## src/design/ufr_pkg.sv

```systemverilog
package ufr_pkg;
  // Register byte addresses.
  localparam logic [4:0] A_CTRL = 5'h00;
  localparam logic [4:0] A_STAT = 5'h04;
  localparam logic [4:0] A_MASK = 5'h08;
  localparam logic [4:0] A_RXBUF = 5'h0C;
  localparam logic [4:0] A_TXDATA = 5'h10;
  localparam logic [4:0] A_DIV = 5'h14;
  // Control register field positions.
  localparam int C_TXP = 0;
  localparam int C_RXP = 1;
  localparam int C_CLEN = 2;
  localparam int C_SLEN = 3;
  localparam int C_PM = 4;
  localparam int C_RXACT = 8;
  localparam int C_TXBSY = 9;
  // Status and mask bit positions.
  localparam int S_RXD = 0;
  localparam int S_PER = 1;
  localparam int S_FER = 2;
  localparam int S_TXD = 3;
  localparam int NSTAT = 4;
  // Bit period divider.
  localparam int DIV_W = 16;
  localparam logic [DIV_W-1:0] DIV_RST = 16'h0364;
  localparam logic [DIV_W-1:0] DIV_ONE = 16'h0001;
  // Parity modes.
  localparam logic [1:0] PM_NONE = 2'h0;
  localparam logic [1:0] PM_ZERO = 2'h1;
  localparam logic [1:0] PM_ODD = 2'h2;
  localparam logic [1:0] PM_EVEN = 2'h3;
  // Character lengths.
  localparam logic [3:0] LEN7 = 4'h7;
  localparam logic [3:0] LEN8 = 4'h8;

  // Frame sequencer states shared by both directions.
  typedef enum logic [2:0] {
    ST_IDLE = 3'b000,
    ST_START = 3'b001,
    ST_DATA = 3'b010,
    ST_PAR = 3'b011,
    ST_STOP = 3'b100
  } ufr_state_t;

  // Number of data bits for the character-length select.
  function automatic logic [3:0] ufr_clen(input logic len8);
    return len8 ? LEN8 : LEN7;
  endfunction

  // Parity bit to send or expect; zero parity and no parity give 0.
  function automatic logic ufr_par(input logic [7:0] d, input logic len8, input logic [1:0] pm);
    logic p;
    p = (^d[6:0]) ^ (len8 & d[7]);
    case (pm)
      PM_ODD: return ~p;
      PM_EVEN: return p;
      default: return 1'b0;
    endcase
  endfunction
endpackage

```

## src/design/ufr_tx_if.sv

```systemverilog
interface ufr_tx_if;
  logic go;
  logic [7:0] data;
  logic len8;
  logic stop2;
  logic [1:0] pmode;
  logic [15:0] div;
  logic busy;
  logic done;
  modport ctl(output go, data, len8, stop2, pmode, div, input busy, done);
  modport tx(input go, data, len8, stop2, pmode, div, output busy, done);
endinterface

```

## src/design/ufr_top.sv

```systemverilog
// Operation
// - Frames carry 7 data bits when char_len_sel is 0, 8 when 1.
// - Transmit appends one stop bit when stop_len_sel is 0, two when 1.
// - Zero parity mode never checks parity nor sets parity_err_flag.
// - With receive_permit low, no start detection, shifting, or buffer update.
// - With receive_permit high, start bit begins shifting; full frame loads rx_holding_buffer.
// - rx_done_irq pulses in the same cycle as the buffer load.
//
// Implementation choices: the register offsets and the strobed register port.
module ufr_top #(
  parameter logic [15:0] DIV_RESET = ufr_pkg::DIV_RST
) (
  // Clock and reset.
  input wire logic clock,
  input wire logic rstn,
  // Register port.
  input wire logic [4:0] reg_addr,
  input wire logic [31:0] reg_wdata,
  input wire logic reg_wr,
  input wire logic reg_rd,
  output logic [31:0] reg_rdata,
  // Serial pins.
  input wire logic rxd,
  output logic txd,
  // Interrupts and received data.
  output logic irq,
  output logic rx_done_irq,
  output logic [7:0] rx_holding_buffer
);
  typedef struct packed {
    logic txp;
    logic rxp;
    logic clen8;
    logic slen2;
    logic [1:0] pm;
    logic [15:0] div;
    logic [ufr_pkg::NSTAT-1:0] stat;
    logic [ufr_pkg::NSTAT-1:0] mask;
    logic [7:0] rxbuf;
    logic [7:0] txdat;
    logic go;
    logic [31:0] rdata;
    ufr_pkg::ufr_state_t st;
    logic [15:0] rcnt;
    logic [3:0] rbit;
    logic [7:0] rsh;
    logic rpar;
    logic s1;
    logic s2;
    logic prev;
    logic rx_done;
  } ufr_top_st_t;

  ufr_top_st_t q;
  ufr_top_st_t n;
  ufr_tx_if tif();
  logic [7:0] rx_al;
  logic [19:0] h_dcyc;

  ufr_tx u_tx (
    .clock(clock),
    .rstn(rstn),
    .t(tif.tx),
    .txd(txd)
  );

  // Drive the transmitter from the stored settings.
  assign tif.go = q.go;
  assign tif.data = q.txdat;
  assign tif.len8 = q.clen8;
  assign tif.stop2 = q.slen2;
  assign tif.pmode = q.pm;
  assign tif.div = q.div;

  // Register access, receive sequencer and event flags.
  always_comb begin
    n = q;
    n.go = 1'b0;
    n.rx_done = 1'b0;
    n.rdata = 32'h00000000;
    rx_al = q.clen8 ? q.rsh : {1'b0, q.rsh[7:1]};
    n.s1 = rxd;
    n.s2 = q.s1;
    n.prev = q.s2;
    // Reads answer one cycle later; unmapped addresses read zero.
    if (reg_rd) begin
      case (reg_addr)
        ufr_pkg::A_CTRL: begin
          n.rdata[ufr_pkg::C_TXP] = q.txp;
          n.rdata[ufr_pkg::C_RXP] = q.rxp;
          n.rdata[ufr_pkg::C_CLEN] = q.clen8;
          n.rdata[ufr_pkg::C_SLEN] = q.slen2;
          n.rdata[ufr_pkg::C_PM +: 2] = q.pm;
          n.rdata[ufr_pkg::C_RXACT] = (q.st != ufr_pkg::ST_IDLE);
          n.rdata[ufr_pkg::C_TXBSY] = tif.busy;
        end
        ufr_pkg::A_STAT: n.rdata[ufr_pkg::NSTAT-1:0] = q.stat;
        ufr_pkg::A_MASK: n.rdata[ufr_pkg::NSTAT-1:0] = q.mask;
        ufr_pkg::A_RXBUF: n.rdata[7:0] = q.rxbuf;
        ufr_pkg::A_TXDATA: n.rdata[7:0] = q.txdat;
        ufr_pkg::A_DIV: n.rdata[15:0] = q.div;
        default: n.rdata = 32'h00000000;
      endcase
    end
    // Writes; status bits clear on a written one.
    if (reg_wr) begin
      case (reg_addr)
        ufr_pkg::A_CTRL: begin
          n.txp = reg_wdata[ufr_pkg::C_TXP];
          n.rxp = reg_wdata[ufr_pkg::C_RXP];
          n.clen8 = reg_wdata[ufr_pkg::C_CLEN];
          n.slen2 = reg_wdata[ufr_pkg::C_SLEN];
          n.pm = reg_wdata[ufr_pkg::C_PM +: 2];
        end
        ufr_pkg::A_STAT: n.stat = q.stat & ~reg_wdata[ufr_pkg::NSTAT-1:0];
        ufr_pkg::A_MASK: n.mask = reg_wdata[ufr_pkg::NSTAT-1:0];
        ufr_pkg::A_TXDATA: begin
          n.txdat = reg_wdata[7:0];
          n.go = q.txp && !tif.busy && !q.go;
        end
        ufr_pkg::A_DIV: n.div = reg_wdata[15:0];
        default: n.go = 1'b0;
      endcase
    end
    if (tif.done) begin
      n.stat[ufr_pkg::S_TXD] = 1'b1;
    end
    // Receive sequencer; parked while reception is off.
    if (!q.rxp) begin
      n.st = ufr_pkg::ST_IDLE;
    end else if (q.st == ufr_pkg::ST_IDLE) begin
      if (q.prev && !q.s2) begin
        n.st = ufr_pkg::ST_START;
        n.rcnt = {1'b0, q.div[15:1]};
      end
    end else if (q.rcnt != 16'h0000) begin
      n.rcnt = q.rcnt - ufr_pkg::DIV_ONE;
    end else begin
      n.rcnt = q.div - ufr_pkg::DIV_ONE;
      case (q.st)
        ufr_pkg::ST_START: begin
          n.rbit = 4'h0;
          n.st = q.s2 ? ufr_pkg::ST_IDLE : ufr_pkg::ST_DATA;
        end
        ufr_pkg::ST_DATA: begin
          n.rsh = {q.s2, q.rsh[7:1]};
          n.rbit = q.rbit + 4'h1;
          if (q.rbit == ufr_pkg::ufr_clen(q.clen8) - 4'h1) begin
            n.st = (q.pm == ufr_pkg::PM_NONE) ? ufr_pkg::ST_STOP : ufr_pkg::ST_PAR;
          end
        end
        ufr_pkg::ST_PAR: begin
          n.rpar = q.s2;
          n.st = ufr_pkg::ST_STOP;
        end
        ufr_pkg::ST_STOP: begin
          n.st = ufr_pkg::ST_IDLE;
          n.rxbuf = rx_al;
          n.rx_done = 1'b1;
          n.stat[ufr_pkg::S_RXD] = 1'b1;
          if (!q.s2) begin
            n.stat[ufr_pkg::S_FER] = 1'b1;
          end
          // Only odd and even parity are checked.
          if (q.pm[1] && q.rpar != ufr_pkg::ufr_par(rx_al, q.clen8, q.pm)) begin
            n.stat[ufr_pkg::S_PER] = 1'b1;
          end
        end
        default: n.st = ufr_pkg::ST_IDLE;
      endcase
    end
  end

  // State register; the line samplers start at the idle level.
  always_ff @(posedge clock or negedge rstn) begin
    if (!rstn) begin
      q <= '0;
      q.div <= DIV_RESET;
      q.s1 <= 1'b1;
      q.s2 <= 1'b1;
      q.prev <= 1'b1;
    end else begin
      q <= n;
    end
  end

  assign reg_rdata = q.rdata;
  assign irq = |(q.stat & q.mask);
  assign rx_done_irq = q.rx_done;
  assign rx_holding_buffer = q.rxbuf;

  // Counts cycles spent shifting data bits for the length check.
  always_ff @(posedge clock or negedge rstn) begin
    if (!rstn) begin
      h_dcyc <= 20'h00000;
    end else begin
      h_dcyc <= (q.st == ufr_pkg::ST_DATA) ? h_dcyc + 20'h00001 : 20'h00000;
    end
  end
endmodule

```

## src/design/ufr_tx.sv

```systemverilog
module ufr_tx (
  // Clock and reset.
  input wire logic clock,
  input wire logic rstn,
  // Link to the register side.
  ufr_tx_if.tx t,
  // Serial output.
  output logic txd
);
  typedef struct packed {
    ufr_pkg::ufr_state_t st;
    logic [15:0] cnt;
    logic [3:0] bitn;
    logic [7:0] sh;
    logic par;
    logic len8;
    logic stop2;
    logic [1:0] pm;
    logic txd;
    logic done;
  } ufr_tx_st_t;

  ufr_tx_st_t q;
  ufr_tx_st_t n;
  logic [19:0] h_hi;

  // Frame sequencer; data, length, stop and parity settings are latched at frame start, but the divider is read at every bit reload.
  always_comb begin
    n = q;
    n.done = 1'b0;
    if (q.st != ufr_pkg::ST_IDLE && q.cnt != 16'h0000) begin
      n.cnt = q.cnt - ufr_pkg::DIV_ONE;
    end else begin
      case (q.st)
        ufr_pkg::ST_IDLE: begin
          n.txd = 1'b1;
          if (t.go) begin
            n.sh = t.data;
            n.len8 = t.len8;
            n.stop2 = t.stop2;
            n.pm = t.pmode;
            n.par = ufr_pkg::ufr_par(t.data, t.len8, t.pmode);
            n.txd = 1'b0;
            n.cnt = t.div - ufr_pkg::DIV_ONE;
            n.st = ufr_pkg::ST_START;
          end
        end
        ufr_pkg::ST_START: begin
          n.txd = q.sh[0];
          n.sh = {1'b0, q.sh[7:1]};
          n.bitn = 4'h0;
          n.cnt = t.div - ufr_pkg::DIV_ONE;
          n.st = ufr_pkg::ST_DATA;
        end
        ufr_pkg::ST_DATA: begin
          n.cnt = t.div - ufr_pkg::DIV_ONE;
          if (q.bitn == ufr_pkg::ufr_clen(q.len8) - 4'h1) begin
            n.bitn = 4'h0;
            n.txd = (q.pm == ufr_pkg::PM_NONE) ? 1'b1 : q.par;
            n.st = (q.pm == ufr_pkg::PM_NONE) ? ufr_pkg::ST_STOP : ufr_pkg::ST_PAR;
          end else begin
            n.txd = q.sh[0];
            n.sh = {1'b0, q.sh[7:1]};
            n.bitn = q.bitn + 4'h1;
          end
        end
        ufr_pkg::ST_PAR: begin
          n.txd = 1'b1;
          n.bitn = 4'h0;
          n.cnt = t.div - ufr_pkg::DIV_ONE;
          n.st = ufr_pkg::ST_STOP;
        end
        ufr_pkg::ST_STOP: begin
          if (q.stop2 && q.bitn == 4'h0) begin
            n.bitn = 4'h1;
            n.cnt = t.div - ufr_pkg::DIV_ONE;
          end else begin
            n.st = ufr_pkg::ST_IDLE;
            n.done = 1'b1;
          end
        end
        default: n.st = ufr_pkg::ST_IDLE;
      endcase
    end
  end

  // State register.
  always_ff @(posedge clock or negedge rstn) begin
    if (!rstn) begin
      q <= '0;
      q.txd <= 1'b1;
    end else begin
      q <= n;
    end
  end

  assign txd = q.txd;
  assign t.busy = (q.st != ufr_pkg::ST_IDLE);
  assign t.done = q.done;

  // Counts cycles spent in the stop phase for the check below.
  always_ff @(posedge clock or negedge rstn) begin
    if (!rstn) begin
      h_hi <= 20'h00000;
    end else begin
      h_hi <= (q.st == ufr_pkg::ST_STOP) ? h_hi + 20'h00001 : 20'h00000;
    end
  end
endmodule

```

## config.mk

```make
export PLATFORM = sky130hd
export DESIGN_NAME = ufr_top
export DESIGN_NICKNAME = d
export VERILOG_FILES = /design/src/design/ufr_pkg.sv /design/src/design/ufr_tx_if.sv /design/src/design/ufr_top.sv /design/src/design/ufr_tx.sv
export SDC_FILE = /design/constraint.sdc
export NUM_CORES = 1
export LEC_CHECK = 0
export BUFFER_PORTS_ARGS = -buffer_cell sky130_fd_sc_hd__buf_2
export CORE_UTILIZATION = 45
export DETAILED_ROUTE_END_ITERATION = 10
export PLACE_DENSITY = 0.73
export SYNTH_ARGS = -nofsm -noshare
export SYNTH_HDL_FRONTEND = slang
export SYNTH_HIERARCHICAL = 1
export SYNTH_SLANG_ARGS = --single-unit
```

## constraint.sdc

```tcl
create_clock -name clock -period 5.5 [get_ports clock]
set_input_delay 0.275 -clock clock [delete_from_list [all_inputs] [get_ports clock]]
set_output_delay 0.275 -clock clock [all_outputs]
set_load 0.1 [all_outputs]
```

# Word-level counts from Yosys, hierarchy flattened

Index checks and enable logic that the tools add are counted.

Flip-flop bits (word level): 137
Bits of input ports: 42
Output and inout port bits: 43
Word-level logic and storage cells: 188

$add $sub $neg: 7
Eq/ne operators: 29
Muxes and demuxes: 60
Bitwise gates (word level): 12
Reduce and logical (&&, ||, !) cells: 48

Operators by type and width:

| kind                                                                  | count |
|---|---|
| 19-bit two-way mux                                                    | 3 |
| 16-bit two-way mux                                                    | 3 |
| 16-bit case mux with 3 select lines                                   | 1 |
| 16-bit by 1-bit subtractor with 16-bit output, second input constant  | 3 |
| 3-bit two-way mux                                                     | 11 |
| 16-bit nonzero test                                                   | 2 |
| 8-bit two-way mux                                                     | 3 |
| 4-bit case mux with 6 select lines                                    | 1 |
| 8-bit case mux with 3 select lines                                    | 1 |
| 4-bit AND reduction                                                   | 6 |
| 20-bit two-way mux                                                    | 1 |
| 4-bit two-way mux                                                     | 5 |
| 1-bit two-way mux                                                     | 18 |
| 3-bit case mux with 5 select lines                                    | 1 |
| 14-bit two-way mux                                                    | 1 |
| 2-bit AND reduction                                                   | 7 |
| 7-bit parity                                                          | 2 |
| 3-bit by 2-bit equality test with 1-bit output, second input constant | 4 |
| 4-bit case mux with 3 select lines                                    | 1 |
| 3-bit AND reduction                                                   | 4 |
| 3-bit nonzero test                                                    | 4 |
| 5-bit by 4-bit equality test with 1-bit output, second input constant | 2 |
| 5-bit equality test, second input constant                            | 2 |
| 3-bit case mux with 3 select lines                                    | 1 |
| other kinds (38)                                                      | 69 |

# Longest topological paths before layout

Gate-level depths: netlist of the first run.

Word-level depth: 16
Gate-level depth with buffers: 13
Mapped depth without buffers: 11

# By module

The synthesis of the first run kept the hierarchy.

By module, submodules not included:

| module  | times used | cells each | area an instance (um2) | seq. area each (um2) |
|---|---|---|---|---|
| ufr_top | 1          | 529        | 5,326.4                | 2,487.4 |
| ufr_tx  | 1          | 326        | 2,736.4                | 952.2 |

# Least setup slack after synthesis of the first run

Ideal clock, no wire load.

Path kind: reg2reg
Start: register u_tx/q[24] (netlist bit)
End: register u_tx/q[29] (netlist bit)
Setup time: 140 ps
Arrival time: 3,019 ps
Required time: 5,360 ps
Setup slack: 2,341 ps
Cell stages (with the launch flop): 13
Buffers on the path: 2
Clock period less this slack: 3,159 ps
Path through: dfrtp_1 -> nor4_4 -> and3_2 -> a21oi_2 -> buf_6 -> buf_2 -> mux2i_1 -> ha_1 -> nor3b_1 -> nand3_1 -> mux2_2 -> a2111oi_0 -> a211oi_1

Longest elaborated chain between the ends: 4
Elaborated cells between the ends (all ways): 8
Those cells by class: add/sub: 1; eq/ne: 2; mux: 1; reduce/logical: 4

Ends and longest elaborated chain:

| what                                                                                  | RTL line     | text |
|---|---|---|
| start: declaration                                                                    | ufr_tx.sv:23 | `ufr_tx_st_t q;` |
| start signal: assignment                                                              | ufr_tx.sv:93 | `q <= n;` |
| branches (longest 4 deep; another with 16-bit by 1-bit subtractor with 16-bit output) | -            |  |

Several ways; the timed one is not identified.
A chain may end at the register's enable or synchronous reset.

# Worst setup path after layout of the first run

Start: register u_tx/q[37] (netlist bit)
End: register u_tx/q[29] (netlist bit)

Longest elaborated chain between the ends: 4
Elaborated cells between the ends (all ways): 14
Those cells by class: eq/ne: 6; mux: 2; reduce/logical: 6

Ends and longest elaborated chain:

| what                                                                   | RTL line     | text |
|---|---|---|
| 3-bit by 1-bit equality test with 1-bit output (tied with other cells) | ufr_tx.sv:34 | `case (q.st)` |
| 3-bit OR reduction (no line) or 1-bit logical AND (tied branches)      | -            |  |
| 16-bit case mux with 3 select lines (tied with other cells)            | ufr_tx.sv:34 |  |
| 16-bit two-way mux or 3-bit AND reduction (tied branches)              | -            |  |

Several ways; a longest one is shown, not always the timed one.

==> results.cfg, run 1 <==
[outcome]
status = finished, violations left
violations = hold timing

[placed_design]
pre_cts_slack_ns = 1.75
hpwlAfterDp_um = 13000
io_buffers = 52
gp_congestion = 0.882

[global_route]
grt_max_degree = 105
antenna_found_initial = 0
grt_pass1_wl_um = 31100
grt_use_total = 0.217
grt-ovfl-total = 0
grt_pass1_vias = 5976

[clock_network]
cts_max_level = 4
tritoncts = done
clockBufferDepth = 2
root_buffer = clkbuf_16
clk_latency_ns = 0.43
cts_buffers = 17
clk_pin_slew_ns = 0.06
cts_sinks = 137

[synthesis]
yosys.cell_types.count = 80
synth.top_cells.by_area = dfrtp_1 (40%), mux2_2 (5.6%), nand2_1 (4.4%)
synth_cells = 855
synth.ff_latch_count = 137
yosysSeqAreaShare = 0.427
synth_top_family_by_area = simple AND/OR/NAND/NOR gates
synth_edf_count = 0
synth_mux_area_frac = 0.111
synth_compound_area_frac = 0.164
synth_top_area_frac = 0.397
synth_largest_area_cell = dfrtp_1
syn_area_per_cell_um2 = 9.43
synth_fa_ha_area_frac = 0.00776
async_reset_ff_frac = 1.00
ys.flop_type = dfrtp_1
synth-simple-area-share = 0.191
synthXorXnorAreaFrac = 0.0348
syn_area_um2 = 8060
ys_warn_count = 6

[sta]
relSlewSlack = 0.267
layout_setup_ws_ns = 1.64
hold_viol = 47
whs_ns = -0.0328
fmax_mhz = 259
finalSetupTns_ns = 0
min_period_ns = 3.86
skew_ns = 0.00854
setup_viol = 0
slew_violations = 0
tightest_slew_ns = 1.09
rsz0062_at_grt = no
finalCritPeriodShare = 0.702

[drt]
ant_nets = 0
viasPerCell = 5.92
wl_per_cell_um = 17.2
vias = 6564
firstDrtPassIters = 6
drtIter0Drc = 527
drc = 0
wirelength_um = 19100

[worst_setup_path]
worstSetupPathType = reg -> reg
cp_slowest_cell = a21oi_2
cp-start-kind = flop
arrival_ns = 4.15
crit_family = compound AO/OA/AOI/OAI gates
worstPathCellList = nor3_2 > buf_4 > a21oi_2 > mux2i_1 > ha_1 > nor3b_1 > nand3_1 > mux2_2 > a2111oi_0 > a211oi_1
slowest_delay_ns = 0.72
required_ns = 5.79
crit_buf_inv = 1
crit_path_end_kind = flop
path_max_fanout = 22

[finish]
fin_nets = 918
drive_gt1_frac = 0.181
fill_cells = 1591
synthToLayoutAreaGrowth_pct = 9.51
n_antenna_cell = 0

[floorplan]
die_x_um = 136
dieArea_um2 = 18500
coreArea_um2 = 17400
pin_count = 85
initial_core_util = 0.463
rows = 48
die_h_um = 136

[pwr]
leakagePower_nw = 3.84
seq_power_share = 0.424
cell_internal_pwr_w = 0.00221
switching_share = 0.366
power_frac_clock = 0.311
p_sw_w = 0.00127
peakVddDrop_mv = 0.278
combPwrFrac = 0.265
powerDensity_nw_per_um2 = 394

[min_path]
hold_path_class = in -> async

[run]
drv_cap = 0
cells in the final DEF, fill, tap and decap left out, types with 5 or more instances in the layout:
cell type	instances
clkbuf_16	17
nand3_1	30
o21ai_0	46
xnor2_1	26
o21ai_1	12
xor2_1	6
o22ai_1	10
inv_1	14
nand4_1	6
a31oi_1	16
or3_1	10
a21oi_1	46
mux2_1	17
o211ai_1	6
mux2_2	40
or4_1	7
nor3b_1	7
buf_4	7
a211oi_1	7
nor3_1	19
dfrtp_1	128
a21o_1	5
nand2_1	95
and2_1	6
and3_1	8
buf_2	51
ha_1	5
dfstp_2	9
nor4_1	6
mux2i_1	25
nor2_1	68
conb_1	16
nor2b_1	8
cell type report:
cell class | instances | area [um2] | share of cell area
clock buffers | 21 | 460 | 0.0521
clock inverters | 10 | 97.6 | 0.0111
inverters | 16 | 60.1 | 0.00680
multi-input cells | 639 | 4160 | 0.471
flip-flops and latches | 137 | 3440 | 0.390
well taps | 225 | 282 | 0.0319
repair buffers | 60 | 329 | 0.0373
metal layers:
metal / wire (um) / share of wire / vias up / global-route usage
met3: 1130 / 0.059 / 22 / 0.0459
li1: - / - / 3086 / -
met1: 9030 / 0.47 / 3206 / 0.312
met5: 0 / 0 / - / 0
met4: 236 / 0.012 / 0 / 0.0673
met2: 8670 / 0.45 / 250 / 0.327
path summary, 6_finish.rpt:
path	startpoint	to	slack, ns	cells after the start
max	u_tx/q[37]	u_tx/q[29]	1.64	10
min	rstn	u_tx/q[17]	-0.03	1
max reg2reg	u_tx/q[37]	u_tx/q[29]	1.64	10
min reg2reg	n[2]	n[1]	0.36	0
max in group asynchronous	rstn	tif.div[2]	4.50	2
min in group clock	reg_wdata[15]	tif.div[15]	0.09	2
repair_timing:
| action | CTS | global route |
|---|---|---|
| hold buffers | 1 | 0 |
| gates resized for setup | 0 | 0 |
| buffers inserted | 0 | 0 |
| hold endpoints to repair | 1 | 0 |
stage by stage:
stage / std cells / total power (W) / util / hold slack, ns / instance area, um2
3_5_place_dp: 1076 / 0.00239 / 0.474 / 0.349 / 8260
5_1_grt: 1108 / 0.00366 / 0.507 / 0.0525 / 8830
6_report: 1108 / 0.00348 / 0.507 / -0.0328 / 8830
2_1_floorplan: 870 / 0.00215 / - / -0.0206 / 8120
4_1_cts: 1108 / 0.00348 / 0.507 / 0.00240 / 8830
3_3_place_gp: 1076 / 0.00237 / 0.474 / 0.350 / 8260
logic make-up after synthesis:
group / after synthesis
xor+xnor: 32
simple gates: 302
fa+ha+maj: 5
buf+inv: 94
compound gates: 202
other cells: 1
flops: 137
mux: 82
Yosys cell counts, drive strengths merged (4+ instances only):
| cell type | instances |
|---|---|
| or2 | 5 |
| o211ai | 6 |
| dfstp | 9 |
| buf | 49 |
| xnor2 | 26 |
| o22ai | 11 |
| and2 | 6 |
| mux2i | 25 |
| a31oi | 16 |
| o21a | 4 |
| mux2 | 57 |
| nor4 | 10 |
| a211oi | 8 |
| a21o | 5 |
| a2111oi | 4 |
| and3 | 9 |
| clkbuf | 29 |
| inv | 16 |
| nand2b | 4 |
| nand4 | 6 |
| nor3b | 7 |
| or3 | 12 |
| nor2b | 8 |
| nand3 | 30 |
| xor2 | 6 |
| nor2 | 68 |
| o21ai | 58 |
| nand2 | 95 |
| ha | 5 |
| or4 | 7 |
| a21oi | 47 |
| a32oi | 4 |
| nor3 | 23 |
| o31ai | 4 |
| a32o | 4 |
| dfrtp | 128 |
state kept, by name (all words and copies together) (netlist names):
| register | flops |
|---|---|
| tif.len8 | 1 |
| tif.stop2 | 1 |
| u_tx/t.done | 1 |
| rx_holding_buffer | 8 |
| n | 2 |
| u_tx/txd | 1 |
| tif.data | 8 |
| rx_done_irq | 1 |
| tif.div | 16 |
| tif.go | 1 |
| reg_rdata | 16 |
| u_tx/q | 36 |
| tif.pmode | 2 |
| q | 43 |
power by group through the flow:
stage	combinational [W]	clock, W	sequential [W]
after global routing	0.00102	0.00114	0.00150
after global placement	0.000892	0	0.00147
final	0.000923	0.00108	0.00147
after detailed placement	0.000912	0	0.00148
after CTS	0.000916	0.00110	0.00147
after floorplan	0.000746	0	0.00141
No activity file was read; power rests on OpenSTA's default activity.
==> run 2: changes to the inputs <==
--- a/config.mk
+++ b/config.mk
@@ -8,7 +8,7 @@
 export BUFFER_PORTS_ARGS = -buffer_cell sky130_fd_sc_hd__buf_2
 export CORE_UTILIZATION = 45
 export DETAILED_ROUTE_END_ITERATION = 10
-export PLACE_DENSITY = 0.73
+export PLACE_DENSITY = 0.75
 export SYNTH_ARGS = -nofsm -noshare
 export SYNTH_HDL_FRONTEND = slang
 export SYNTH_HIERARCHICAL = 1
==> constraint.sdc (replaced) <==
create_clock -name clock -period 3.54 [get_ports clock]
set_input_delay 0.177 -clock clock [delete_from_list [all_inputs] [get_ports clock]]
set_output_delay 0.177 -clock clock [all_outputs]
set_load 0.1 [all_outputs]
==> results.cfg, run 2 (synthesis gave the netlist of run 1 again) <==
[placed_design]
gp_congestion = 0.892
dp_cells = 1084
hpwlAfterDp_um = 13500
io_buffers = 52

[finish]
seqCellArea_um2 = 3440
fin_nets = 934
final_cell_mix = dfrtp_1 (128), nand2_1 (95), nor2_1 (68)
largest_reg_flops = 43
layout_commonest_cell = dfrtp_1
largestRegisters = q (43), u_tx/q (36)
fin_cells = 1125
n_antenna_cell = 0
fill_cells = 1537
drive_gt1_frac = 0.189
multi_input_area_um2 = 4160
largest-register = q
synthToLayoutAreaGrowth_pct = 11.8

[floorplan]
die_x_um = 136
pin_count = 85
initial_core_util = 0.463
die_h_um = 136
dieArea_um2 = 18500
rows = 48
coreArea_um2 = 17400

[pwr]
leakagePower_nw = 3.95
power_frac_clock = 0.328
powerDensity_nw_per_um2 = 620
total_power_w = 0.00559
cell_internal_pwr_w = 0.00356
p_sw_w = 0.00203
switching_share = 0.364
peakVddDrop_mv = 0.406
combPwrFrac = 0.263
seq_power_share = 0.408

[sta]
min_period_ns = 3.23
hold_viol = 0
finalSetupTns_ns = 0
finalCritPeriodShare = 0.912
relSlewSlack = 0.334
setup_viol = 0
rsz0062_at_grt = no
slew_violations = 0
fmax_mhz = 310
tightest_slew_ns = 0.999
skew_ns = 0.00882

[global_route]
grt_use_total = 0.227
grt_pass1_wl_um = 32700
grt-ovfl-total = 0
antenna_found_initial = 0
grt_max_degree = 89
grt_pass1_vias = 6444

[drt]
viasPerCell = 5.99
wirelength_um = 20000
firstDrtPassIters = 8
wl_per_cell_um = 17.7
ant_nets = 0
drc = 0
vias = 6741
drtIter0Drc = 592

[min_path]
hold_path_class = in -> reg
worst_hold_startpoint = reg_wdata[15]
min_path_cells = 2
worstHoldEndpoint = tif.div[15]

[clock_network]
clk_pin_slew_ns = 0.06
cts_sinks = 137
cts_resized = 0
clockBufferDepth = 2
clk_latency_ns = 0.43
tritoncts = done
cts_max_level = 4
root_buffer = clkbuf_16
cts_buffers = 17

[worst_setup_path]
path_max_fanout = 6
cp_slowest_cell = dfrtp_1
cp-start-kind = flop
rr_worst_depth = 10
slowest_delay_ns = 0.44
worstSetupPathType = reg -> reg
reg2reg_to = u_tx/q[29]
r2r_setup_slack_ns = 0.31
worstPathCellList = nor4_2 > and2_1 > a21oi_2 > mux2i_1 > ha_1 > nand3b_1 > or2_1 > mux2_2 > a2111oi_0 > a211oi_1
crit_path_end_kind = flop
required_ns = 3.83
arrival_ns = 3.52
r2r-start = u_tx/q[31]

[run]
drv_cap = 0

[outcome]
status = completed
run 2: through the flow:
stage	area [um2]	setup slack, ns	utilization	hold slack, ns
CTS	9020	0.363	0.518	0.00999
detailed placement	8320	0.362	0.478	0.283
finish	9020	0.313	0.518	0.0211
global route	9020	0.0955	0.518	0.0154
floorplan	8120	0.381	-	-0.119
global placement	8320	0.436	0.478	0.284
run 2: worst max-delay path, delay by kind of cell (launching register included):
family	cells	cell delay [ns]
AO/OA/AOI/OAI	3	0.60
flip-flops	1	0.44
adder cells (fa/ha/maj)	1	0.29
AND/OR/NAND/NOR	4	1.21
multiplexers	2	0.54
run 2: area by class of cell:
type	instances	share of cell area
Clock inverter	11	0.0148
Sequential cell	137	0.381
Timing Repair Buffer	76	0.0520
Clock buffer	21	0.0522
Inverter	16	0.00666
Multi-Input combinational cell	639	0.462
Tap cell	225	0.0312
run 2: repair_timing:
action / CTS / global route
endpoints found under the setup margin: 0 / 0
endpoints found under the hold margin: 90 / 0
hold buffers: 9 / 0
setup buffers: 0 / 0
run 2: power by group through the flow:
| stage | registers, W | clock network [W] | logic (W) |
|---|---|---|---|
| 2_1_floorplan | 0.00219 | 0 | 0.00116 |
| 3_3_place_gp | 0.00228 | 0 | 0.00141 |
| 3_5_place_dp | 0.00229 | 0 | 0.00144 |
| 4_1_cts | 0.00227 | 0.00186 | 0.00146 |
| 5_1_grt | 0.00232 | 0.00192 | 0.00163 |
| 6_report | 0.00228 | 0.00184 | 0.00147 |
run 2: per-layer routing:
| layer | vias to the layer above | share of wire | global-route usage | routed length, um |
|---|---|---|---|---|
| li1 | 3120 | - | - | - |
| met3 | 32 | 0.070 | 0.0466 | 1410 |
| met4 | 0 | 0.017 | 0.0790 | 348 |
| met2 | 332 | 0.47 | 0.358 | 9390 |
| met1 | 3257 | 0.44 | 0.311 | 8800 |
| met5 | - | 0 | 0 | 0 |
run 2: worst max path at each step:
stage	start	to
finish	u_tx/q[31]	u_tx/q[29]
global route	u_tx/q[21]	u_tx/q[29]
CTS	u_tx/q[21]	u_tx/q[29]
detailed placement	u_tx/q[21]	u_tx/q[29]
global placement	u_tx/q[31]	u_tx/q[29]
floorplan	u_tx/q[24]	u_tx/q[29]
==> run 3: changes to the inputs <==
--- a/config.mk
+++ b/config.mk
@@ -6,10 +6,9 @@
 export NUM_CORES = 1
 export LEC_CHECK = 0
 export BUFFER_PORTS_ARGS = -buffer_cell sky130_fd_sc_hd__buf_2
-export CORE_UTILIZATION = 45
+export CORE_UTILIZATION = 54
 export DETAILED_ROUTE_END_ITERATION = 10
-export PLACE_DENSITY = 0.75
+export PLACE_DENSITY = 0.86
 export SYNTH_ARGS = -nofsm -noshare
 export SYNTH_HDL_FRONTEND = slang
-export SYNTH_HIERARCHICAL = 1
 export SYNTH_SLANG_ARGS = --single-unit
==> results.cfg, run 3 <==
[worst_setup_path]
worstPathCellList = inv_1 > ha_1 > nor4b_4 > and4bb_1 > o221ai_1 > buf_4 > o21ai_0 > a22o_1
crit_path_end_kind = flop
rr_worst_depth = 8
path_max_fanout = 15
required_ns = 3.86
cp_slowest_cell = o221ai_1
arrival_ns = 3.12
slowest_delay_ns = 0.84
worstSetupPathType = reg -> reg
cp-start-kind = flop

[synthesis]
ys_top_cells_by_count = dfrtp_1 (128), nand2_1 (95), nor2_1 (59), o21ai_0 (53), mux2_2 (47)
synth.top_cells.by_area = dfrtp_1 (42%), mux2_2 (6.9%), nand2_1 (4.7%)
synth_mux_area_frac = 0.0811
ys_warn_count = 0
synth_cells = 799
synth_fa_ha_area_frac = 0.0115
synthXorXnorAreaFrac = 0.0447
synth_top_family_by_area = simple AND/OR/NAND/NOR gates
synth_largest_area_cell = dfrtp_1
synth_edf_count = 0
synth-simple-area-share = 0.187
synth_compound_area_frac = 0.158
yosys.cell_types.count = 65
synth.ff_latch_count = 137
synth_most_common_cell = dfrtp_1
yosysSeqAreaShare = 0.450
syn_area_per_cell_um2 = 9.56
ys.flop_type = dfrtp_1
synth_top_area_frac = 0.419
async_reset_ff_frac = 1.00
syn_area_um2 = 7640

[drt]
drc = 0
vias = 6329
wl_per_cell_um = 18.0
drtIter0Drc = 831
ant_nets = 0
wirelength_um = 18300
viasPerCell = 6.23
firstDrtPassIters = 5

[sta]
rsz0062_at_grt = no
hold_viol = 0
finalSetupTns_ns = 0
slew_violations = 0
relSlewSlack = 0.257
min_period_ns = 2.80
setup_viol = 0
tightest_slew_ns = 1.11
fmax_mhz = 357
skew_ns = 0.00711
finalCritPeriodShare = 0.792

[finish]
fin_nets = 872
fin_area_um2 = 8480
drive_gt1_frac = 0.184
largestRegisters = q (43), u_tx.q (36)
final_cell_mix = dfrtp_1 (128), nand2_1 (95), nor2_1 (59)
fill_cells = 1095
finalCoreUtilization = 0.614
n_antenna_cell = 0
synthToLayoutAreaGrowth_pct = 11.1
fin_cells = 1016
layout_commonest_cell = dfrtp_1
largest_reg_flops = 43
largest-register = q

[placed_design]
dp_cells = 974
gp_congestion = 0.906
io_buffers = 52
postPlaceCellArea_um2 = 7770
hpwlAfterDp_um = 12600

[floorplan]
rows = 43
coreArea_um2 = 13800
die_h_um = 121
die_x_um = 121
dieArea_um2 = 14600
initial_core_util = 0.552
pin_count = 85

[global_route]
grt_pass1_vias = 5885
grt_use_total = 0.268
grt_pass1_wl_um = 30100
antenna_found_initial = 0
grt-ovfl-total = 0
grt_max_degree = 78

[pwr]
peakVddDrop_mv = 0.397
powerDensity_nw_per_um2 = 630
total_power_w = 0.00535
leakagePower_nw = 3.77

[clock_network]
cts_sinks = 137
tritoncts = done
clk_latency_ns = 0.43
cts_buffers = 17
clk_pin_slew_ns = 0.06
post_cts_buffers = 0
clockBufferDepth = 2
root_buffer = clkbuf_16
cts_max_level = 4

[outcome]
status = completed

[run]
drv_cap = 0

[min_path]
hold_path_class = in -> reg
min_path_cells = 2
==> run 3: cell types whose count changed after synthesis, moves of 9 or more <==
cell	previous run	this run
nor2_1	68	59
mux2_1	17	0
mux2i_1	25	9
a31oi_1	16	4
==> run 3: area by class of cell <==
class	count	area (um2)	area share
clock buffers	19	443	0.0522
clock inverters	13	168	0.0198
inverters	11	41.3	0.00487
multi-input cells	587	3750	0.442
flip-flops and latches	137	3440	0.405
well taps	180	225	0.0265
repair buffers	69	419	0.0494
==> run 3: kinds of logic after synthesis <==
kind of cell | Yosys count
flops | 137
xor+xnor | 39
compound gates | 188
fa+ha+maj | 7
mux | 56
other cells | 1
simple gates | 281
buf+inv | 90
==> run 3: timing repair <==
item                                   CTS  global route
gates resized for setup                  0             0
hold buffers                            10             0
endpoints found under the hold margin   76             0
==> run 3: metal layers <==
metal  wire length [um]  track usage  share of wire  vias to the layer above
met1               7700        0.359           0.42                     3109
met5                  0            0              0                        -
met3               1420       0.0573          0.078                       56
met4                478        0.101          0.026                        0
met2               8720        0.425           0.48                      274
li1                   -            -              -                     2890
==> run 3: path summary, 6_finish.rpt <==
| kind | to | from | slack, ns |
|---|---|---|---|
| max | u_tx.q[25] | u_tx.q[19] | 0.74 |
| min | tif.div[6] | reg_wdata[6] | 0.02 |
| max reg2reg | u_tx.q[25] | u_tx.q[19] | 0.74 |
| min reg2reg | n[1] | n[2] | 0.36 |
| max in group asynchronous | u_tx.txd | rstn | 2.30 |
| min in group asynchronous | q[31] | rstn | 0.34 |
==> run 3: per-stage QoR <==
stage / setup slack [ns] / hold slack (ns)
6_report: 0.738 / 0.0249
5_1_grt: 0.534 / 0.00533
4_1_cts: 0.776 / 0.00940
3_5_place_dp: 0.777 / 0.253
3_3_place_gp: 0.840 / 0.252
2_1_floorplan: 1.04 / -0.119
==> run 3: critical path: cells and delay by family (launching register included) <==
family	cells	cell delay, ns
AO/OA/AOI/OAI	3	1.21
AND/OR/NAND/NOR	2	0.43
buffers and inverters	2	0.42
flip-flops	1	0.40
adder cells (fa/ha/maj)	1	0.23
==> run 3: report_power, final <==
part	leakage, nW	internal [W]	switching [W]	total, W
Combinational	1.68	0.000524	0.000721	0.00124
Sequential	1.79	0.00184	0.000422	0.00226
Clock	0.294	0.00113	0.000710	0.00184
